## config.mk

```make
export PLATFORM = sky130hd
export DESIGN_NAME = adcreg_top
export DESIGN_NICKNAME = d
export VERILOG_FILES = /design/src/hdl/adcreg_pkg.sv /design/src/hdl/adcreg_top.sv
export VERILOG_INCLUDE_DIRS = /design/src /design/src/hdl
export SDC_FILE = /design/constraint.sdc
export NUM_CORES = 1
export LEC_CHECK = 0
export ABC_AREA = 1
export ABC_CLOCK_PERIOD_IN_PS = 1800
export CORE_ASPECT_RATIO = 0.7
export CORE_MARGIN = 3
export CORE_UTILIZATION = 59
export DETAILED_ROUTE_END_ITERATION = 10
export DONT_BUFFER_PORTS = 1
export HOLD_SLACK_MARGIN = 0.02
export PLACE_DENSITY = 0.73
export SYNTH_ARGS = -nofsm -noshare
export SYNTH_HDL_FRONTEND = slang
export SYNTH_SLANG_ARGS = --single-unit
```

## constraint.sdc

```tcl
create_clock -name clk -period 1.8 [get_ports clk]
set_input_delay 0.54 -clock clk [delete_from_list [all_inputs] [get_ports clk]]
set_output_delay 0.54 -clock clk [all_outputs]
set_load 0.01 [all_outputs]
```

## src/hdl/adcreg_cfg.svh

```systemverilog
// Register map, field positions and reset values of the converter registers
`ifndef ADCREG_CFG_SVH
`define ADCREG_CFG_SVH

// Bus widths
`define ADCREG_ADDR_W        12
`define ADCREG_DATA_W        8
`define ADCREG_RES_W         10

// Register offsets
`define ADCREG_OFF_CTRL      12'hF70
`define ADCREG_OFF_RES_HI    12'hF72
`define ADCREG_OFF_RES_LO    12'hF73
`define ADCREG_OFF_IRQ_STAT  12'hF7C
`define ADCREG_OFF_IRQ_MASK  12'hF7D

// Control register fields
`define ADCREG_CTRL_START    7
`define ADCREG_CTRL_RSVD6    6
`define ADCREG_CTRL_REFON    5
`define ADCREG_CTRL_PWRON    4
`define ADCREG_CTRL_RSVD3    3
`define ADCREG_CTRL_CH_HI    2
`define ADCREG_CTRL_CH_LO    0

// Low result register field
`define ADCREG_LO_HI         7
`define ADCREG_LO_LO         6

// Interrupt status and mask fields
`define ADCREG_IRQ_DONE      0
`define ADCREG_IRQ_W         1

// Reset values
`define ADCREG_CTRL_RST      8'h00
`define ADCREG_RES_RST       10'h000
`define ADCREG_DATA_RST      8'h00
`define ADCREG_CH_RST        3'h0
`define ADCREG_IRQ_RST       1'h0

`endif

```

## src/hdl/adcreg_pkg.sv

```systemverilog
// Types shared by the converter register block
package adcreg_pkg;

  typedef enum logic [0:0] {
    ADCREG_IDLE = 1'b0,
    ADCREG_BUSY = 1'b1
  } adcreg_state_t;

  typedef logic [2:0] adcreg_chan_t;

endpackage : adcreg_pkg

```

## src/hdl/adcreg_top.sv

```systemverilog
// Converter control and result registers with done interrupt
//
// Overview of operation
// Writing one to the start bit begins a new conversion; here only from idle, and only if the same write leaves power on.
// Writing zero to the start bit changes nothing, never aborts.
// Start bit reads one while a conversion is running.
// Start bit reads zero when the converter is idle.
// Reference-enable set switches internal reference on, onto its pin.
// Reference-enable clear selects the external reference.
// Enable bit zero powers converter down, one makes it operational.
// Three-bit channel field code n selects analog input n.
// Software writes zero to reserved control bits six and three.
// Result registers hold the last result until the next one completes.
// Ten-bit result: eight upper bits high byte, two lower in bits 7:6.
// Reading the high byte latches the matching two low bits.
// Result contents after reset are undefined to software.
// Reset clears the whole control register to zero.
// Busy clears in the cycle the result is written.
//
// Implementation choice: strobed register access.
`timescale 1ns/1ps
`include "adcreg_cfg.svh"

module adcreg_top (
  // Clock and reset
  input  wire logic                          clk,
  input  wire logic                          nrst,
  // Register port
  input  wire logic [`ADCREG_ADDR_W-1:0]     reg_addr,
  input  wire logic [`ADCREG_DATA_W-1:0]     reg_wdata,
  input  wire logic                          reg_wr,
  input  wire logic                          reg_rd,
  output logic      [`ADCREG_DATA_W-1:0]     reg_rdata,
  // Converter core
  output logic                               conv_start,
  output adcreg_pkg::adcreg_chan_t           channel_select,
  output logic                               internal_ref_on,
  output logic                               converter_power_on,
  input  wire logic                          conv_done,
  input  wire logic [`ADCREG_RES_W-1:0]      conv_result,
  // Interrupt
  output logic                               irq
);
  import adcreg_pkg::*;

  adcreg_state_t                state_reg;
  adcreg_state_t                state_next;
  logic [`ADCREG_RES_W-1:0]     result_reg;
  logic [1:0]                   lower_latch_reg;
  logic                         done_stat_reg;
  logic                         done_stat_next;
  logic                         done_mask_reg;
  logic                         wr_ctrl;
  logic                         wr_stat;
  logic                         wr_mask;
  logic                         rd_hi;
  logic                         power_next;
  logic                         start_req;
  logic                         finish;
  logic [`ADCREG_DATA_W-1:0]    rdata_next;

  assign wr_ctrl = reg_wr && (reg_addr == `ADCREG_OFF_CTRL);
  assign wr_stat = reg_wr && (reg_addr == `ADCREG_OFF_IRQ_STAT);
  assign wr_mask = reg_wr && (reg_addr == `ADCREG_OFF_IRQ_MASK);
  assign rd_hi   = reg_rd && (reg_addr == `ADCREG_OFF_RES_HI);

  // Power state in force after this cycle's write
  assign power_next = wr_ctrl ? reg_wdata[`ADCREG_CTRL_PWRON]
                              : converter_power_on;

  // Start only from idle and powered; a powered-down core would never finish
  assign start_req = wr_ctrl && reg_wdata[`ADCREG_CTRL_START]
                     && power_next && (state_reg == ADCREG_IDLE);
  // A written zero never reaches the state machine, see

  assign finish = conv_done && (state_reg == ADCREG_BUSY);

  always_comb
  begin
    state_next = state_reg;
    unique case (state_reg)
      ADCREG_IDLE:
      begin
        if (start_req)
          state_next = ADCREG_BUSY;
      end
      ADCREG_BUSY:
      begin
        // Power-down abandons the conversion so busy cannot hang
        if (finish || !power_next)
          state_next = ADCREG_IDLE;
      end
    endcase
  end

  always_ff @(posedge clk or negedge nrst)
  begin
    if (!nrst)
      state_reg <= ADCREG_IDLE;
    else
      state_reg <= state_next;
  end

  always_ff @(posedge clk or negedge nrst)
  begin
    if (!nrst)
      conv_start <= 1'b0;
    else
      conv_start <= start_req;
  end

  // Control fields; reserved bits are not stored, see
  always_ff @(posedge clk or negedge nrst)
  begin
    if (!nrst)
    begin
      channel_select     <= `ADCREG_CH_RST;
      internal_ref_on    <= 1'b0;
      converter_power_on <= 1'b0;
    end
    else if (wr_ctrl)
    begin

      channel_select     <= reg_wdata[`ADCREG_CTRL_CH_HI:`ADCREG_CTRL_CH_LO];
      internal_ref_on    <= reg_wdata[`ADCREG_CTRL_REFON];
      converter_power_on <= reg_wdata[`ADCREG_CTRL_PWRON];
    end
  end

  // Reset value is a convenience only; software must wait for a result
  always_ff @(posedge clk or negedge nrst)
  begin
    if (!nrst)
      result_reg <= `ADCREG_RES_RST;
    else if (finish)
      result_reg <= conv_result;
  end

  always_ff @(posedge clk or negedge nrst)
  begin
    if (!nrst)
      lower_latch_reg <= 2'h0;
    else if (rd_hi)
      lower_latch_reg <= result_reg[1:0];
  end

  // Set wins over a same-cycle write-one-to-clear
  assign done_stat_next = finish ||
    (done_stat_reg && !(wr_stat && reg_wdata[`ADCREG_IRQ_DONE]));

  always_ff @(posedge clk or negedge nrst)
  begin
    if (!nrst)
      done_stat_reg <= `ADCREG_IRQ_RST;
    else
      done_stat_reg <= done_stat_next;
  end

  always_ff @(posedge clk or negedge nrst)
  begin
    if (!nrst)
      done_mask_reg <= `ADCREG_IRQ_RST;
    else if (wr_mask)
      done_mask_reg <= reg_wdata[`ADCREG_IRQ_DONE];
  end

  // Registered so the pin comes from a flop; one cycle behind status
  always_ff @(posedge clk or negedge nrst)
  begin
    if (!nrst)
      irq <= 1'b0;
    else
      irq <= done_stat_reg && done_mask_reg;
  end

  always_comb
  begin
    rdata_next = `ADCREG_DATA_RST;
    if (reg_rd)
    begin
      unique case (reg_addr)
        `ADCREG_OFF_CTRL:
        begin

          rdata_next[`ADCREG_CTRL_START] = (state_reg == ADCREG_BUSY);
          rdata_next[`ADCREG_CTRL_REFON] = internal_ref_on;
          rdata_next[`ADCREG_CTRL_PWRON] = converter_power_on;
          rdata_next[`ADCREG_CTRL_CH_HI:`ADCREG_CTRL_CH_LO] = channel_select;
        end
        `ADCREG_OFF_RES_HI:
          rdata_next = result_reg[9:2];
        `ADCREG_OFF_RES_LO:

          rdata_next[`ADCREG_LO_HI:`ADCREG_LO_LO] = lower_latch_reg;
        `ADCREG_OFF_IRQ_STAT:
          rdata_next[`ADCREG_IRQ_DONE] = done_stat_reg;
        `ADCREG_OFF_IRQ_MASK:
          rdata_next[`ADCREG_IRQ_DONE] = done_mask_reg;
        default:
          rdata_next = `ADCREG_DATA_RST;
      endcase
    end
  end

  always_ff @(posedge clk or negedge nrst)
  begin
    if (!nrst)
      reg_rdata <= `ADCREG_DATA_RST;
    else
      reg_rdata <= rdata_next;
  end

endmodule : adcreg_top

```

# [Word level (Yosys, flattened, before mapping)]
# Index checks and enable logic that the tools add are counted.
[classes] addsub=0 n_mul=0 div_mod_pow=0 order_cmp=0 eq_ne=5 shifts=0 n_mux=11 bitwise=1 n_reduce_logical=15
[ops] op="12-bit equality test, second input constant" n=5
[ops] op="1-bit logical AND" n=11
[ops] op="8-bit two-way mux" n=1
[ops] op="2-bit one-hot mux with 2 select lines" n=2
[ops] op="1-bit two-way mux" n=4
[ops] op="1-bit one-hot mux with 2 select lines" n=2
[ops] op="1-bit one-hot mux with 4 select lines" n=1
[ops] op="1-bit one-hot mux with 3 select lines" n=1
[ops] op="1-bit logical NOT" n=2
[ops] op="1-bit logical OR" n=2
[ops] op="1-bit NOT" n=1
[word_totals] reg_bits=30 latchBits=0 ram_bits=0 romBits=0 inputBits=35 wordCells=43 n_memories=0

# [Logic depth before layout (Yosys ltp)]
[logic_depth] depth_word=7 ltp_mapped=9

# [Worst setup path after synthesis]
# No wires, ideal clock.
[synth_path] kind="input to register" from="input port reg_addr[4]" to="register done_stat_reg" setup_time_ns=0.123 arrival_ns=1.192 required_ns=1.677 path_slack_ns=0.485 stages=7 path_cell_list="nand2_1 > inv_1 > nand2_2 > nor2_4 > nand3_1 > o21ai_0 > nand2_1"
[synth_between] elab_chain_len=6
[synth_rtl] item="start, declared" line_no="adcreg_top.sv:29" source="input wire logic [`ADCREG_ADDR_W-1:0] reg_addr,"
[synth_rtl] item="12-bit equality test"
[synth_rtl] item="1-bit logical AND" line_no="adcreg_top.sv:63" source="assign wr_stat = reg_wr && (reg_addr == `ADCREG_OFF_IRQ_STAT);"
[synth_rtl] item="1-bit logical AND" line_no="adcreg_top.sv:149" source="(done_stat_reg && !(wr_stat && reg_wdata[`ADCREG_IRQ_DONE]));"
[synth_rtl] item="1-bit logical NOT" line_no="adcreg_top.sv:149"
[synth_rtl] item="1-bit logical AND" line_no="adcreg_top.sv:149"
[synth_rtl] item="1-bit logical OR" line_no="adcreg_top.sv:148" source="assign done_stat_next = finish ||"
[synth_rtl] item="net done_stat_next" line_no="adcreg_top.sv:51" source="logic done_stat_next;"
[synth_rtl] item="end signal, assigned" line_no="adcreg_top.sv:154" source="done_stat_reg <= `ADCREG_IRQ_RST;"
[synth_rtl] item="end signal, assigned" line_no="adcreg_top.sv:156" source="done_stat_reg <= done_stat_next;"
[synth_rtl] item="end, declared" line_no="adcreg_top.sv:50" source="logic done_stat_reg;"
# The timed path passes the listed nets, and every way through them passes these cells.
# A chain may end at the register's enable or synchronous reset.

# [Final worst setup path]
[layout_path] from="register state_reg" to="register result_reg[0]"
[layout_between] elab_chain_len=1
[layout_rtl] item="start, declared" line_no="adcreg_top.sv:46" source="adcreg_state_t state_reg;"
[layout_rtl] item="start signal, assigned" line_no="adcreg_top.sv:101" source="state_reg <= state_next;"
[layout_rtl] item="1-bit logical AND" line_no="adcreg_top.sv:76" source="assign finish = conv_done && (state_reg == ADCREG_BUSY);"
[layout_rtl] item="end signal, assigned" line_no="adcreg_top.sv:134" source="result_reg <= `ADCREG_RES_RST;"
[layout_rtl] item="end signal, assigned" line_no="adcreg_top.sv:136" source="result_reg <= conv_result;"
[layout_rtl] item="end, declared" line_no="adcreg_top.sv:48" source="logic [`ADCREG_RES_W-1:0] result_reg;"
# Every way passes these cells.

==> flow_summary.toml <==
[global_routing]
grt_usage = 0.206
use_met1 = 0.248
grt-ovfl-total = 0
grt_pass1_wl_um = 4400
grt_pass1_vias = 980
grt_util_met2 = 0.332
grt.busiest_layer = "met2"
met3_usage = 0.0878
antenna_found_initial = 0
grt_max_degree = 31

[final_layout]
drive_gt1_frac = 0.182
antenna_cells = 0
fillerInstances = 163
layout_commonest_cell = "nand2_1"
final_area_mm2 = 0.00149
layout_common_cells = "nand2_1 (47), dfrtp_1 (30), inv_1 (16)"
largest_reg_flops = 10
areaGrowthSynthToFinish_pct = 8.18
final_nets = 193

[timing]
hold_viol = 0
maxSlewHeadroom = 0.651
worstMarginPinSlew_ps = 522
setup_tns_ps = 0
grt_setup_unrepaired = "no"
min_period_ps = 1340
final_max_slew_viol_count = 0
clock_skew_ps = 11.7
post-route-period-util = 0.744
max_freq_mhz = 746
setup_viol = 0

[route]
drt_wl_total_um = 2660
drc = 0
wire_per_inst_um = 14.1
ant_nets = 0
drt_iter0_markers = 90
vias = 1015
viasPerCell = 5.37
dr.pass1.iters = 4

[clock_tree]
clk_path_buf_depth = 2
holdBufCountCts = 1
clkTransAtPathRegs_ps = 100
cts-resized-gates = 0
clk_latency_ps = 320
cts_buffers = 5
cts_setup_buffers = 0
cts.sinks = 30
root_buffer = "clkbuf_4"
cts_tree = "done"
htree_levels = 2

[flow_run]
maxCapViolCount = 0

[power_and_ir_drop]
peakVddDrop_uv = 450
p_leak_nw = 0.821
power_density_mw_per_mm2 = 758

[yosys]
syn_inst = 151
ys_seq_area_frac = 0.545
synth.distinct_cells = 19
netlist_area_mm2 = 0.00138
ys_warn_count = 0
synth-seq-cells = 30
syn-num-nets = 186
synth_area_per_cell_um2 = 9.11

[place]
dpl-instance-area_mm2 = 0.00141
port_buffers = 0
place.gp.congestion = 0.786
dp_hpwl_um = 2060

[critical_path]
start_kind = "flop"
end_kind = "flop"
critical_path_class = "flop to flop"
required_ps = 2010
cp.arrival_ps = 1550
crit_fanout = 12

[floorplan]
die_x_um = 63.7
rows = 13
die-area_mm2 = 0.00296
ios = 50
start_util = 0.677
fp.dieH_um = 46.4
core_mm2 = 0.00203

[status]
status = "completed"

[min_path]
min_path_type = "input pin to async pin"
==> where the power goes <==
part / switching [W] / internal (W)
combinational: 0.0000310 / 0.0000132
clock: 0.000221 / 0.000189
sequential: 0.000000893 / 0.000674
total: 0.000253 / 0.000876
==> cell usage after synthesis <==
master | count | area [um^2]
nand4_1 | 4 | 25.0
nand3_4 | 1 | 17.5
nor2_1 | 11 | 41.3
nand2_2 | 1 | 6.26
nand4_2 | 1 | 12.5
nand3_1 | 13 | 65.1
nor2_2 | 4 | 25.0
clkinv_4 | 1 | 8.76
inv_1 | 16 | 60.1
o21ai_2 | 1 | 8.76
a21oi_1 | 1 | 5.00
nor3_1 | 3 | 15.0
dfrtp_1 | 30 | 751
buf_2 | 1 | 5.00
nand2_1 | 47 | 176
nor2_4 | 2 | 22.5
nand3_2 | 1 | 10.0
mux2_2 | 9 | 101
o21ai_0 | 4 | 20.0
==> logic make-up (layout without fill, tap and decap cells) <==
kind of cell,after synthesis,in the layout,share of synthesized area
AND/OR/NAND/NOR,88,88,0.303
flip-flops,30,30,0.545
buffers and inverters,18,26,0.0536
multiplexers,9,9,0.0736
AO/OA/AOI/OAI,6,6,0.0245
==> per-layer routing <==
| layer | part of all wire | vias up |
|---|---|---|
| li1 | - | 500 |
| met5 | 0 | - |
| met1 | 0.43 | 461 |
| met2 | 0.45 | 49 |
| met4 | 0.010 | 0 |
| met3 | 0.10 | 5 |
==> layout make-up <==
type	count	area [um^2]	area share
clock buffer	7	55.1	0.0370
sequential	30	751	0.504
multi-input combinational	103	552	0.371
clock inverter	1	5.00	0.00336
tap	30	37.5	0.0252
inverter	17	68.8	0.0462
timing repair buffer	1	20.0	0.0134
==> per-stage QoR <==
| step | worst slack (ps) | total power, W | hold WS [ps] | util | instances |
|---|---|---|---|---|---|
| 2_1_floorplan | 485 | 0.000711 | 244 | - | 151 |
| 3_3_place_gp | 370 | 0.000714 | 245 | 0.693 | 180 |
| 3_5_place_dp | 329 | 0.000716 | 245 | 0.693 | 180 |
| 4_1_cts | 447 | 0.00114 | 25.5 | 0.732 | 189 |
| 5_1_grt | 388 | 0.00117 | 22.9 | 0.732 | 189 |
| 6_report | 460 | 0.00113 | 23.2 | 0.732 | 189 |
==> critical path, stage by stage, from the launching register on <==
cell     delay (ps)
dfrtp_1         410
nand2_1         410
mux2_2          400
==> final timing paths <==
path	start	end	slack, ps	cells after the start
worst max-delay path	state_reg	result_reg[0]	460	2
worst min-delay path	nrst	channel_select[0]	20	1
worst max register to register	state_reg	result_reg[0]	460	2
worst min register to register	result_reg[4]	reg_rdata[2]	470	2
max in group asynchronous	nrst	result_reg[7]	1610	1
min in group clk	reg_wdata[4]	conv_start	320	2
Power figures use the tool's default switching activity.
